### config.mk
export PLATFORM = sky130hd
export DESIGN_NAME = pse_status_unit
export DESIGN_NICKNAME = d
export VERILOG_FILES = /design/src/rtl/pse_pkg.sv /design/src/rtl/pse_status_unit.sv
export VERILOG_INCLUDE_DIRS = /design/src /design/src/rtl
export SDC_FILE = /design/constraint.sdc
export NUM_CORES = 1
export LEC_CHECK = 0
export BUFFER_PORTS_ARGS = -buffer_cell sky130_fd_sc_hd__clkbuf_2
export CORE_AREA = 5 5 83 85
export CTS_BUF_LIST = sky130_fd_sc_hd__clkbuf_16
export DETAILED_ROUTE_END_ITERATION = 7
export DIE_AREA = 0 0 88 90
export GPL_TIMING_DRIVEN = 0
export HOLD_SLACK_MARGIN = 0.02
export PLACE_DENSITY_LB_ADDON = 0.05
export SYNTH_ARGS = -nofsm -noshare
export SYNTH_HDL_FRONTEND = slang
export SYNTH_SLANG_ARGS = --single-unit
### constraint.sdc
create_clock -name clock -period 1.7 [get_ports clock]
set_clock_uncertainty 0.05 [all_clocks]
set_input_delay 0 -clock clock [delete_from_list [all_inputs] [get_ports clock]]
set_output_delay 0 -clock clock [all_outputs]
set_load 0.05 [all_outputs]
### src/rtl/pse_regs.svh
// Bit positions, reset values and exception codes of the status word
`ifndef PSE_REGS_SVH
`define PSE_REGS_SVH
// Field positions in the combined status word
`define PSE_ISET_BIT 24
`define PSE_CC_HI_MSB 26
`define PSE_CC_HI_LSB 25
`define PSE_CC_LO_MSB 15
`define PSE_CC_LO_LSB 10
`define PSE_MREG_MSB 15
`define PSE_MREG_LSB 12
`define PSE_NUM_MSB 5
`define PSE_NUM_LSB 0
// Reset values
`define PSE_RST_ISET 1'b1
`define PSE_RST_CC 8'h00
`define PSE_RST_NUM 6'h00
// Exception numbers
`define PSE_EXC_THREAD 6'h00
`define PSE_EXC_NMI 6'h02
`define PSE_EXC_HARD 6'h03
`define PSE_EXC_MEM 6'h04
`define PSE_EXC_BUS 6'h05
`define PSE_EXC_USAGE 6'h06
`define PSE_EXC_SVC 6'h0b
`define PSE_EXC_DEBUG 6'h0c
`define PSE_EXC_PENDED 6'h0e
`define PSE_EXC_TICK 6'h0f
`define PSE_EXC_IRQ0 6'h10
`define PSE_EXC_IRQMAX 6'h2d
`endif

### src/rtl/pse_pkg.sv
// Types shared by the status unit
package pse_pkg;
  // Which view of the status word a read returns
  typedef enum logic [1:0] {
    VIEW_COMBINED,
    VIEW_APP,
    VIEW_EXEC,
    VIEW_INTR
  } pse_view_e;
  // Exception number type
  typedef logic [5:0] pse_excnum_t;
endpackage : pse_pkg

### src/rtl/pse_status_unit.sv
// Execution-state and active-exception fields of the status word
// Function
// - State bit normally stays set
// - Interworking branches and returns may clear it
// - Vector bit zero loads it on entry
// - Executing with state clear raises fault/lockup
// - Reserved bits 23:16, 9:6 read zero
// - Field 15:10 plus 26:25, resets zero
// - Interrupted multiple transfer records next register
// - Return resumes transfer at recorded register
// - Multiple-transfer state keeps bits 11:10 zero
// - Conditional block holds up to four instructions
// - Block conditions same or inverted
// - Bits 5:0 give running exception number
// - System exception numbers fixed encoding
// - Interrupts 0x10 plus n; reserved never shown
// - Fields only meaningful in own views
// - Bits 26:25 zero for multiple-transfer state
`timescale 1ns/10ps
`include "pse_regs.svh"

module pse_status_unit #(
  parameter int NUM_IRQ = 30
) (
  // Clock and reset
  input wire logic clock,
  input wire logic rstn,
  // Vector fetch on reset or exception entry
  input wire logic vectorLoad,
  input wire logic [31:0] vectorValue,
  input wire logic excEntry,
  input wire pse_pkg::pse_excnum_t entryNumber,
  // Exception return with stacked status word
  input wire logic excReturn,
  input wire logic [31:0] stackedStatusWord,
  // Interworking branch or stack restore to pc
  input wire logic branchExchange,
  input wire logic targetLsb,
  // Instruction stream
  input wire logic instrIssue,
  input wire logic instrRetire,
  input wire logic multiSuspend,
  input wire logic [3:0] nextRegister,
  input wire logic condBlockPrefix,
  input wire logic [7:0] condBlockBits,
  // Special move access
  input wire logic readReq,
  input wire pse_pkg::pse_view_e readView,
  input wire logic swWrite,
  input wire logic [31:0] swWriteData,
  // State outputs
  output logic compactState,
  output logic [7:0] continuableConditionalState,
  output pse_pkg::pse_excnum_t activeExceptionNumber,
  output logic stateFault,
  output logic lockup,
  output logic resumeMulti,
  output logic [3:0] resumeRegister,
  output logic [31:0] readData,
  output logic readValid
);

  // ****************************************************************
  // Helper functions
  // ****************************************************************

  // True when the number is one the field may report
  function automatic logic isValidNumber(input pse_pkg::pse_excnum_t num);
    logic ok;
    ok = 1'b0;
    case (num)
      `PSE_EXC_THREAD, `PSE_EXC_NMI, `PSE_EXC_HARD, `PSE_EXC_MEM,
      `PSE_EXC_BUS, `PSE_EXC_USAGE, `PSE_EXC_SVC, `PSE_EXC_DEBUG,
      `PSE_EXC_PENDED, `PSE_EXC_TICK: begin
        ok = 1'b1;
      end
      default: begin
        // Interrupt range stops at the last implemented vector
        ok = (num >= `PSE_EXC_IRQ0) && (num <= `PSE_EXC_IRQMAX) &&
          ({26'h0, num - `PSE_EXC_IRQ0} < NUM_IRQ);
      end
    endcase
    return ok;
  endfunction : isValidNumber

  // Field holds a suspended transfer: low four bits zero, register set
  function automatic logic holdsMulti(input logic [7:0] cc);
    return (cc[3:0] == 4'h0) && (cc[7:4] != 4'h0);
  endfunction : holdsMulti

  // Field holds a live conditional block
  function automatic logic holdsBlock(input logic [7:0] cc);
    return cc[3:0] != 4'h0;
  endfunction : holdsBlock

  // ****************************************************************
  // Instruction-set state bit
  // ****************************************************************

  // Sources in priority order; writes never reach it
  // Reset leaves it set so the first fetch is not an instant fault
  always_ff @(posedge clock or negedge rstn) begin
    if (!rstn) begin
      compactState <= `PSE_RST_ISET;
    end else if (vectorLoad) begin
      // Vector bit zero wins over everything else in the same cycle
      compactState <= vectorValue[0];
    end else if (excReturn) begin
      // Restored from the stacked word, may clear it
      compactState <= stackedStatusWord[`PSE_ISET_BIT];
    end else if (branchExchange) begin
      // Target address bit zero selects the new state
      compactState <= targetLsb;
    end
  end

  // Execution attempt with state clear: fault, plus lockup if already
  // in a handler that cannot itself take a fault
  always_ff @(posedge clock or negedge rstn) begin
    if (!rstn) begin
      stateFault <= 1'b0;
      lockup <= 1'b0;
    end else begin
      stateFault <= instrIssue && !compactState;
      // Set before clear: a fault in the same cycle as a vector fetch
      // must not be lost
      if (instrIssue && !compactState &&
          (activeExceptionNumber == `PSE_EXC_NMI ||
           activeExceptionNumber == `PSE_EXC_HARD)) begin
        lockup <= 1'b1;
      end else if (vectorLoad) begin
        lockup <= 1'b0; // Only a fresh vector fetch leaves lockup
      end
    end
  end

  // ****************************************************************
  // Continuation / conditional-block field
  // ****************************************************************

  // Layout: [7:2] maps to word bits 15:10, [1:0] to word bits 26:25
  always_ff @(posedge clock or negedge rstn) begin
    if (!rstn) begin
      continuableConditionalState <= `PSE_RST_CC;
    end else if (vectorLoad || excEntry) begin
      // Entry stacks the field, handler starts clean
      continuableConditionalState <= 8'h00;
    end else if (excReturn) begin
      if (holdsMulti({stackedStatusWord[15:10], stackedStatusWord[26:25]})) begin
        // Transfer resumes now, so the field is consumed
        continuableConditionalState <= 8'h00;
      end else begin
        continuableConditionalState <= {stackedStatusWord[`PSE_CC_LO_MSB:`PSE_CC_LO_LSB],
          stackedStatusWord[`PSE_CC_HI_MSB:`PSE_CC_HI_LSB]};
      end
    end else if (multiSuspend) begin
      // Low bits forced zero marks multiple-transfer state
      continuableConditionalState <= {nextRegister, 4'h0};
    end else if (condBlockPrefix) begin
      continuableConditionalState <= condBlockBits;
    end else if (instrRetire && holdsBlock(continuableConditionalState)) begin
      // Shifting the mask moves the next then/else bit into the
      // condition low bit, giving same or inverted condition
      if (continuableConditionalState[2:0] == 3'h0) begin
        continuableConditionalState <= 8'h00;
      end else begin
        continuableConditionalState[4:0] <=
          {continuableConditionalState[3:0], 1'b0};
      end
    end
  end

  // Resume request towards the load/store unit after return
  always_ff @(posedge clock or negedge rstn) begin
    if (!rstn) begin
      resumeMulti <= 1'b0;
      resumeRegister <= 4'h0;
    end else begin
      resumeMulti <= excReturn && !vectorLoad &&
        holdsMulti({stackedStatusWord[15:10], stackedStatusWord[26:25]});
      if (excReturn) begin
        resumeRegister <= stackedStatusWord[`PSE_MREG_MSB:`PSE_MREG_LSB];
      end
    end
  end

  // ****************************************************************
  // Active exception number
  // ****************************************************************

  // Reserved codes are refused, the field keeps its value
  always_ff @(posedge clock or negedge rstn) begin
    if (!rstn) begin
      activeExceptionNumber <= `PSE_RST_NUM;
    end else if (excEntry && isValidNumber(entryNumber)) begin
      activeExceptionNumber <= entryNumber;
    end else if (excReturn && !vectorLoad &&
        isValidNumber(stackedStatusWord[`PSE_NUM_MSB:`PSE_NUM_LSB])) begin
      activeExceptionNumber <= stackedStatusWord[`PSE_NUM_MSB:`PSE_NUM_LSB];
    end
  end

  // ****************************************************************
  // Software read views
  // ****************************************************************

  // Each view shows only its own fields; flags live elsewhere and the
  // write data is deliberately unused because every field is read-only
  always_ff @(posedge clock or negedge rstn) begin
    if (!rstn) begin
      readData <= 32'h0;
      readValid <= 1'b0;
    end else begin
      readValid <= readReq;
      if (readReq) begin
        readData <= 32'h0;
        if (readView == pse_pkg::VIEW_COMBINED || readView == pse_pkg::VIEW_EXEC) begin
          readData[`PSE_ISET_BIT] <= compactState;
          readData[`PSE_CC_HI_MSB:`PSE_CC_HI_LSB] <= continuableConditionalState[1:0];
          readData[`PSE_CC_LO_MSB:`PSE_CC_LO_LSB] <= continuableConditionalState[7:2];
        end
        if (readView == pse_pkg::VIEW_COMBINED || readView == pse_pkg::VIEW_INTR) begin
          readData[`PSE_NUM_MSB:`PSE_NUM_LSB] <= activeExceptionNumber;
        end
      end
    end
  end

  // ****************************************************************
  // Checks
  // ****************************************************************

  // Retirements seen inside the current block
  logic [2:0] blockCount;
  always_ff @(posedge clock or negedge rstn) begin
    if (!rstn) begin
      blockCount <= 3'h0;
    end else if (condBlockPrefix || !holdsBlock(continuableConditionalState)) begin
      blockCount <= 3'h0;
    end else if (instrRetire && blockCount != 3'h7) begin
      blockCount <= blockCount + 3'h1;
    end
  end
endmodule : pse_status_unit

==> impl_metrics.csv, run 1 <==
group,metric,value,unit
status,status,"complete, no violations",
worst_hold_path,hold_class,"input pin to flop",
timing,finalCriticalPeriod,1.525,ns
timing,fin_crit_sh,0.8972,
timing,hold_viol,0,
timing,rsz0062_at_grt,"no",
synth,synthSimpleGateAreaFrac,0.1644,
die,num_rows,29,
placement,dp_hpwl,4768,um
synth,synth_edf_count,0,
routing,drt-total-wl,6471,um
synth,synth_compound_area_frac,0.2121,
cells_and_area,fin_util,0.5360,
synth,synth_async_sr_flop_share,1.000,
synth,muxShareOfSynthArea,0.05570,
synth,synthAdderAreaFrac,0.05356,
synth,postSynthAreaPerCell,9.457,um2
worst_setup_path,worstPathMaxFanout,6,
synth,synthTopCellsByArea,"dfrtp_1 (40%), buf_4 (5.5%), ha_1 (5.4%)",
power_and_ir_drop,p_total,3.265,mW
cells_and_area,instances_no_fill,450,
clock_network,cts.htree.levels,2,
global_routing,grt_util_all_layers,0.1663,
clock_network,clockBufferDepth,2,
power_and_ir_drop,ir_drop,545.7,uV
routing,dr.pass1.iters,4,
clock_network,cts-root-buf,"clkbuf_16",
clock_network,cts_sinks,38,
cells_and_area,nets,511,
placement,numPortBuffers,83,
worst_setup_path,arrival,1.64,ns
die,die_h,90,um
global_routing,antenna_found_initial,0,
synth,synth_commonest_cells,"dfrtp_1 (37), a21oi_1 (19), o21ai_0 (19)",
flow_run,maxCapViolations,0,
cells_and_area,n_antenna_cell,0,
worst_setup_path,worst_r2r_endpoint,"continuableConditionalState[1]",
die,coreArea,0.006132,mm2
clock_network,numCtsBuffers,5,
synth,synth_top_family_by_area,"compound AO/OA/AOI/OAI gates",
placement,gp_congestion,0.7818,
routing,antenna_left,0,
synth,yosysSeqAreaShare,0.4076,
cells_and_area,drive_above_1_share,0.3485,
die,initial_core_util,0.3809,
clock_network,cts_tree,"yes",
timing,worstMarginPinSlew,0.9667,ns
die,die-area,0.007920,mm2
global_routing,grt_pass1_vias,2273,
clock_network,cts_setup_buffers,0,
cells_and_area,syn_to_final_growth,40.71,%
power_and_ir_drop,power_density,993.4,mW/mm2
timing,maxSlewHeadroom,0.3555,
synth,synthesis.area,0.002336,mm2
worst_setup_path,worstSetupPathType,"flop to flop",
clock_network,clkLatencyLatePin,0.28,ns
synth,synth_top_area_share,0.3964,
synth,ys_types,47,
worst_setup_path,cp-end-kind,"flop",
timing,setup_violations,0,
power_and_ir_drop,p_leak,1.617,nW
worst_hold_path,min_from,"entryNumber[1]",
global_routing,grt_overflow,0,
global_routing,grt_max_degree,39,
routing,via_count,2223,
worst_setup_path,critical_path.startpoint_type,"flop",
synth,ys.warnings.count,0,
worst_setup_path,rrSetupSlack,0.17,ns
die,io_pins,184,
synth,synth_top_area_cell,"dfrtp_1",
timing,max_freq,0.6556,GHz
worst_hold_path,hold_end,"activeExceptionNumber[1]",
synth,synth-main-ff-cell,"dfrtp_1",
routing,drc_errors,0,
routing,drt_iter0_drc,56,
worst_setup_path,cp_data_required_time,1.81,ns
die,die_w,88,um
global_routing,grt_pass1_wl,10670,um
routing,wl_per_cell,14.38,um
clock_network,clk_pin_slew,0.06,ns
synth,ys_ff_latch,38,
worst_hold_path,holdPathStages,3,
worst_setup_path,r2r-start,"continuableConditionalState[2]",
cells_and_area,n_fill_cell,597,
synth,synthXorXnorAreaFrac,0.003749,
synth,syn_inst,247,
synth,synth_most_common_cell,"dfrtp_1",
placement,dp.cells,423,
routing,vias_per_cell,4.940,
worst_setup_path,reg2regPathDepth,3,
timing,drv_slew,0,
critical path: stages, from the launching register on:
cell and delay [ns]:
dfrtp_1 0.46, o41ai_1 0.36, nand2_1 0.22, mux2_2 0.32
worst max path at each step:
stage,startpoint,endpoint,slack [ns]
after floorplan,continuableConditionalState[3],continuableConditionalState[1],0.09
after global placement,excReturn,resumeRegister[1],-0.01
after detailed placement,excReturn,resumeRegister[2],-0.04
after CTS,readReq,readData[0],0.16
after global routing,continuableConditionalState[2],continuableConditionalState[1],0.03
final,continuableConditionalState[2],continuableConditionalState[1],0.17
where the power goes:
part | switching (mW) | internal [mW] | leakage, nW
Clock | 0.361 | 0.836 | 0.0915
Combinational | 0.688 | 0.299 | 1.04
Sequential | 0.0793 | 1.00 | 0.488
Total | 1.13 | 2.14 | 1.62
flip-flops by register name, summed over array words and instances (netlist names):
register	flops
compactState	1
activeExceptionNumber	6
resumeRegister	4
continuableConditionalState	8
readValid	1
resumeMulti	1
stateFault	1
lockup	1
readData	15
cell type report:
class / instances / area, um2 / area share
multi-input cells: 181 / 1207 / 0.3673
plain buffers: 27 / 172.7 / 0.05253
clock buffers: 5 / 125.1 / 0.03807
repair buffers: 102 / 605.6 / 0.1842
clock inverters: 3 / 63.81 / 0.01941
well taps: 77 / 96.34 / 0.02931
inverters: 17 / 63.81 / 0.01941
flip-flops and latches: 38 / 952.2 / 0.2897
layout by cell type (no fill, tap or decap), types with 2 or more instances in the layout:
master         count
clkbuf_2          83
dfrtp_1           37
a21oi_1           19
o21ai_0           19
dlygate4sd3_1     19
buf_4             17
conb_1            17
inv_1             16
nor2b_1           12
nand2_1           11
ha_1              10
clkbuf_1           8
nand3b_1           8
nor2_1             8
mux2_2             8
a31o_2             8
a21boi_0           6
a211oi_1           6
nor3_1             5
clkbuf_16          5
a31oi_1            4
mux2i_1            4
or4_1              3
a22oi_1            3
nand4_1            3
clkinv_1           2
nor4_1             2
nand3_1            2
and2_1             2
o31ai_2            2
and3_1             2
nand2b_1           2
bufinv_16          2
timing repair:
item,in CTS,in global routing
hold buffers,19,0
endpoints found under the hold margin,53,0
resized for setup,0,0
stage by stage:
step | hold slack [ns] | setup TNS, ns | cell area, um2 | worst slack (ns)
2_1_floorplan | -0.3456 | 0 | 2396 | 0.09161
3_3_place_gp | 0.1148 | -0.02875 | 2908 | -0.01111
3_5_place_dp | 0.1151 | -0.1088 | 2908 | -0.03963
4_1_cts | 0.02333 | 0 | 3287 | 0.1622
5_1_grt | 0.04754 | 0 | 3287 | 0.02914
6_report | 0.03100 | 0 | 3287 | 0.1747
cell families after synthesis:
family | Yosys count
AOI/OAI and AO/OA | 75
and+or+nand+nor | 66
buffers and inverters | 44
DFF | 38
muxes | 12
adders and majority gates | 10
other | 1
xor gates and xnor gates | 1
per-layer routing:
metal  track usage  part of all wire  wire length (um)
met5             0                 0                 0
met4       0.05371            0.0097                63
met3       0.03656             0.073               475
met2        0.2619              0.45              2932
met1        0.2242              0.46              3000
Power figures use the tool's default switching activity.
==> run 2, diff against run 1 <==
==> constraint.sdc (replaced) <==
create_clock -name clock -period 1.7 [get_ports clock]
set_clock_uncertainty 0.05 [all_clocks]
set_input_delay 0.085 -clock clock [delete_from_list [all_inputs] [get_ports clock]]
set_output_delay 0.085 -clock clock [all_outputs]
set_load 0.05 [all_outputs]
==> run 2 against run 1 <==
Effect of this change: critical path depth grew 1; fmax is 0.48% lower; utilization is 2.4 points lower; sequential power barely moved; setup slack worse by 0.0074 ns; largest cell class unchanged.
==> impl_metrics.csv, run 2 (synthesis results as in run 1) <==
group,metric,value,unit
timing,finalCriticalPeriod,1.533,ns
die,die_h,90,um
cells_and_area,instances_no_fill,435,
placement,dp_hpwl,4768,um
timing,fin_crit_sh,0.9016,
routing,wl_per_cell,14.33,um
die,initial_core_util,0.3809,
worst_setup_path,slowest_stage,"buf_1",
worst_hold_path,holdPathStages,2,
worst_setup_path,path_cells,"clkbuf_1 -> clkbuf_1 -> buf_1 -> mux2_2",
die,io_pins,184,
clock_network,cts_tree,"yes",
cells_and_area,n_antenna_cell,0,
clock_network,cts-root-buf,"clkbuf_16",
die,die-area,0.007920,mm2
worst_setup_path,critPathBufInv,3,
worst_setup_path,crit_family,"buffers and inverters",
clock_network,numCtsBuffers,5,
timing,setup_violations,0,
placement,gp_congestion,0.7818,
timing,drv_slew,0,
placement,dpl_worst_slack,-0.1246,ns
routing,antenna_left,0,
clock_network,clkLatencyLatePin,0.28,ns
power_and_ir_drop,p_leak,1.559,nW
power_and_ir_drop,p_total,3.237,mW
routing,dr.pass1.iters,7,
routing,via_count,2186,
cells_and_area,final_cell_mix,"clkbuf_2 (84), dfrtp_1 (37), a21oi_1 (19), o21ai_0 (19)",
timing,setup_ws,0.1673,ns
worst_setup_path,critical_path.startpoint_type,"input pin",
worst_setup_path,cp_num_cells,4,
power_and_ir_drop,ir_drop,542.8,uV
worst_setup_path,cpPeakStageDelay,0.46,ns
timing,hold_viol,0,
die,coreArea,0.006132,mm2
power_and_ir_drop,power_density,1032,mW/mm2
worst_hold_path,hold_class,"input pin to flop",
clock_network,clk_pin_slew,0.06,ns
timing,hold_ws,0.03109,ns
global_routing,antenna_found_initial,0,
routing,drt_iter0_drc,65,
routing,drc_errors,0,
worst_setup_path,worstSetupPathType,"input pin to flop",
clock_network,cts_sinks,38,
cells_and_area,top_regs,"readData: 15 flops, continuableConditionalState: 8 flops, activeExceptionNumber: 6 flops",
worst_setup_path,arrival,1.64,ns
global_routing,grt_util_all_layers,0.1594,
global_routing,grt_overflow,0,
cells_and_area,largest_reg_flops,15,
die,num_rows,29,
worst_setup_path,reg2regPathDepth,3,
cells_and_area,max_flop_register,"readData",
cells_and_area,syn_to_final_growth,34.33,%
routing,vias_per_cell,5.025,
die,die_w,88,um
timing,worstMarginPinSlew,0.9789,ns
timing,maxSlewHeadroom,0.3474,
status,status,"complete, no violations",
routing,drt-total-wl,6234,um
worst_setup_path,worstPathMaxFanout,10,
global_routing,grt_max_degree,39,
clock_network,cts_setup_buffers,0,
cells_and_area,nets,496,
clock_network,clockBufferDepth,2,
placement,numPortBuffers,83,
worst_setup_path,crit_top_cell,"clkbuf_1",
timing,rsz0062_at_grt,"no",
worst_setup_path,cp_data_required_time,1.81,ns
global_routing,grt_pass1_wl,10220,um
flow_run,maxCapViolations,0,
clock_network,cts.htree.levels,2,
worst_setup_path,cp-end-kind,"flop",
global_routing,grt_pass1_vias,2181,
timing,max_freq,0.6524,GHz
timing,setup_tns,0,ns
placement,dp.cells,423,
cells_and_area,final_common_cell,"clkbuf_2",
cells_and_area,drive_above_1_share,0.3659,
==> run 2: cell types whose count changed in the layout (fill, tap and decap cells not counted) <==
cell / change
clkbuf_1: -1
clkbuf_2: +1
dlygate4sd3_1: -15
==> run 2: path summary, 6_finish.rpt <==
check,start,to,slack [ns]
worst min-delay path,vectorLoad,resumeMulti,0.03
max in group asynchronous,rstn,readData[12],0.55
worst max register to register,continuableConditionalState[2],continuableConditionalState[1],0.17
worst max-delay path,excReturn,resumeRegister[2],0.17
min in group asynchronous,rstn,activeExceptionNumber[3],0.45
worst min register to register,resumeRegister[0],resumeRegister[0],0.46
==> run 2: layout make-up <==
cell class              count  area (um2)
inverters                  17       63.81
flip-flops and latches     38       952.2
well taps                  77       96.34
multi-input cells         181        1207
repair buffers             87       455.4
clock inverters             3       63.81
fillers                   611        2994
clock buffers               5       125.1
plain buffers              27       173.9
==> run 2: metal layers <==
layer | vias to the layer above | share of wire | track usage
li1 | 1083 | - | -
met1 | 992 | 0.46 | 0.2173
met2 | 104 | 0.44 | 0.2500
met3 | 7 | 0.089 | 0.03473
met4 | 0 | 0.013 | 0.04859
met5 | - | 0 | 0
==> run 2: metrics by stage <==
stage / utilization / instance area (um2)
final: 0.5117 / 3138
after global routing: 0.5117 / 3138
after CTS: 0.5115 / 3137
after detailed placement: 0.4742 / 2908
after global placement: 0.4742 / 2908
after floorplan: - / 2396
==> run 2: what timing repair did <==
action,4_1_cts,5_1_grt
hold buffers,4,0
gates resized for setup,0,2
endpoints found under the hold margin,40,0
setup endpoints to repair,0,4
==> run 2: where the power goes <==
part | total (mW) | internal (mW) | switching (mW) | leakage (nW)
registers | 1.08 | 1.00 | 0.0780 | 0.488
logic | 0.960 | 0.277 | 0.682 | 0.979
clock network | 1.20 | 0.835 | 0.362 | 0.0915
==> run 3, diff against run 2 <==
- PLACE_DENSITY: default -> 0.84
- PLACE_DENSITY_LB_ADDON: 0.05 -> default
==> run 3 against run 2 <==
Effect of this change: non-clock buffer count stayed put; clock power is 29% lower; first-iteration DRC count is 72% higher; setup slack worse by 0.015 ns; routed wire length is 1.4% higher.
==> impl_metrics.csv, run 3 (synthesis results as in run 1) <==
group,metric,value,unit
power_and_ir_drop,power_density,940.4,mW/mm2
timing,hold_ws,0.02685,ns
clock_network,cts-root-buf,"clkbuf_16",
die,num_rows,29,
clock_network,clk_pin_slew,0.06,ns
power_and_ir_drop,p_switching,1.092,mW
timing,worstMarginPinSlew,0.9669,ns
clock_network,clockBufferDepth,2,
global_routing,grt_util_all_layers,0.1598,
timing,fin_crit_sh,0.9103,
worst_setup_path,critical_path.startpoint_type,"input pin",
power_and_ir_drop,clkPwrFrac,0.294,
clock_network,clkLatencyLatePin,0.27,ns
timing,finalCriticalPeriod,1.548,ns
worst_setup_path,cp_data_required_time,1.81,ns
routing,dr.pass1.iters,4,
power_and_ir_drop,comb_power_share,0.331,
cells_and_area,drive_above_1_share,0.3669,
die,initial_core_util,0.3809,
worst_setup_path,cpPeakStageDelay,0.45,ns
worst_setup_path,crit_top_cell,"clkbuf_1",
power_and_ir_drop,p_sw_frac,0.3765,
worst_setup_path,worstPathMaxFanout,10,
worst_setup_path,critPathBufInv,3,
power_and_ir_drop,internal-power,1.809,mW
flow_run,maxCapViolations,0,
timing,max_freq,0.6462,GHz
routing,drc_errors,0,
global_routing,grt_overflow,0,
placement,dp_hpwl,5013,um
clock_network,numCtsBuffers,5,
placement,dp.cells,423,
timing,rsz0062_at_grt,"no",
timing,hold_viol,0,
worst_setup_path,crit_family,"buffers and inverters",
cells_and_area,nets,496,
routing,vias_per_cell,5.032,
cells_and_area,max_flop_register,"readData",
die,coreArea,0.006132,mm2
routing,drt_iter0_drc,112,
status,status,"complete, no violations",
global_routing,grt_pass1_wl,10190,um
die,die-area,0.007920,mm2
cells_and_area,fin_util,0.5030,
worst_hold_path,hold_class,"input pin to flop",
power_and_ir_drop,power_frac_seq,0.374,
timing,setup_tns,0,ns
routing,wl_per_cell,14.56,um
worst_setup_path,cp-end-kind,"flop",
cells_and_area,final_cell_mix,"clkbuf_2 (84), dfrtp_1 (37), a21oi_1 (19), o21ai_0 (19)",
timing,maxSlewHeadroom,0.3554,
clock_network,cts.htree.levels,2,
clock_network,cts_tree,"yes",
global_routing,antenna_found_initial,0,
die,die_w,88,um
placement,numPortBuffers,83,
global_routing,grt_max_degree,39,
worst_setup_path,arrival,1.65,ns
die,io_pins,184,
timing,setup_violations,0,
worst_setup_path,slowest_stage,"buf_1",
power_and_ir_drop,ir_drop,472.5,uV
timing,drv_slew,0,
routing,antenna_left,0,
cells_and_area,largest_reg_flops,15,
worst_setup_path,rrSetupSlack,0.15,ns
die,die_h,90,um
cells_and_area,syn_to_final_growth,32.03,%
routing,via_count,2184,
worst_setup_path,worstSetupPathType,"input pin to flop",
placement,gp_congestion,0.8180,
routing,drt-total-wl,6320,um
global_routing,grt_pass1_vias,2132,
cells_and_area,instances_no_fill,434,
cells_and_area,final_common_cell,"clkbuf_2",
cells_and_area,top_regs,"readData: 15 flops, continuableConditionalState: 8 flops, activeExceptionNumber: 6 flops",
clock_network,cts_sinks,38,
power_and_ir_drop,p_leak,1.537,nW
cells_and_area,n_antenna_cell,0,
worst_setup_path,path_cells,"clkbuf_1 -> clkbuf_1 -> buf_1 -> mux2_2",
==> run 3: layout make-up <==
type                    instances  area, um2
plain buffers                  27      173.9
clock buffers                   5      125.1
clock inverters                 2      10.01
fillers                       584       3048
inverters                      17      63.81
multi-input cells             181       1207
flip-flops and latches         38      952.2
well taps                      77      96.34
repair buffers                 87      455.4
==> run 3: worst min-delay path, stage by stage <==
cell and delay (ns):
clkbuf_2 0.13, nand2_1 0.06, o21ai_0 0.07
==> run 3: power by group through the flow <==
stage	sequential [mW]	clock [mW]	combinational [mW]
global route	1.10	0.922	1.03
floorplan	1.42	0	0.361
detailed placement	1.10	0	0.953
finish	1.09	0.854	0.961
CTS	1.09	0.883	0.964
global placement	1.10	0	0.938
==> run 3: per-layer routing <==
layer  up-vias  routed length, um  global-route usage
met3        12                386             0.03108
met4         0                176             0.06010
met2        76               2981              0.2500
met5         -                  0                   0
met1      1011               2776              0.2159
li1       1085                  -                   -
==> run 3: timing repair <==
item | CTS | global route
endpoints found under the hold margin | 40 | 0
setup buffers | 0 | 0
setup endpoints to repair | 0 | 4
gates resized for setup | 0 | 2
hold buffers | 4 | 0
==> run 3: path summary, 6_finish.rpt <==
path                                                      from                        endpoint  depth (start not counted)
worst min register to register               resumeRegister[1]               resumeRegister[1]                          1
min in group asynchronous                                 rstn        activeExceptionNumber[3]                          2
max in group asynchronous                                 rstn                    readData[24]                          2
worst max-delay path                                 excReturn               resumeRegister[0]                          4
worst max register to register  continuableConditionalState[2]  continuableConditionalState[4]                          5
worst min-delay path                                vectorLoad                    compactState                          3
==> run 3: per-stage QoR <==
step	cell area [um2]	setup WS, ns	power, mW
after floorplan	2396	0.09161	1.782
after global placement	2908	-0.08187	2.035
after detailed placement	2908	-0.1215	2.056
after CTS	3083	0.09155	2.935
after global routing	3084	0.004093	3.050
final	3084	0.1524	2.901
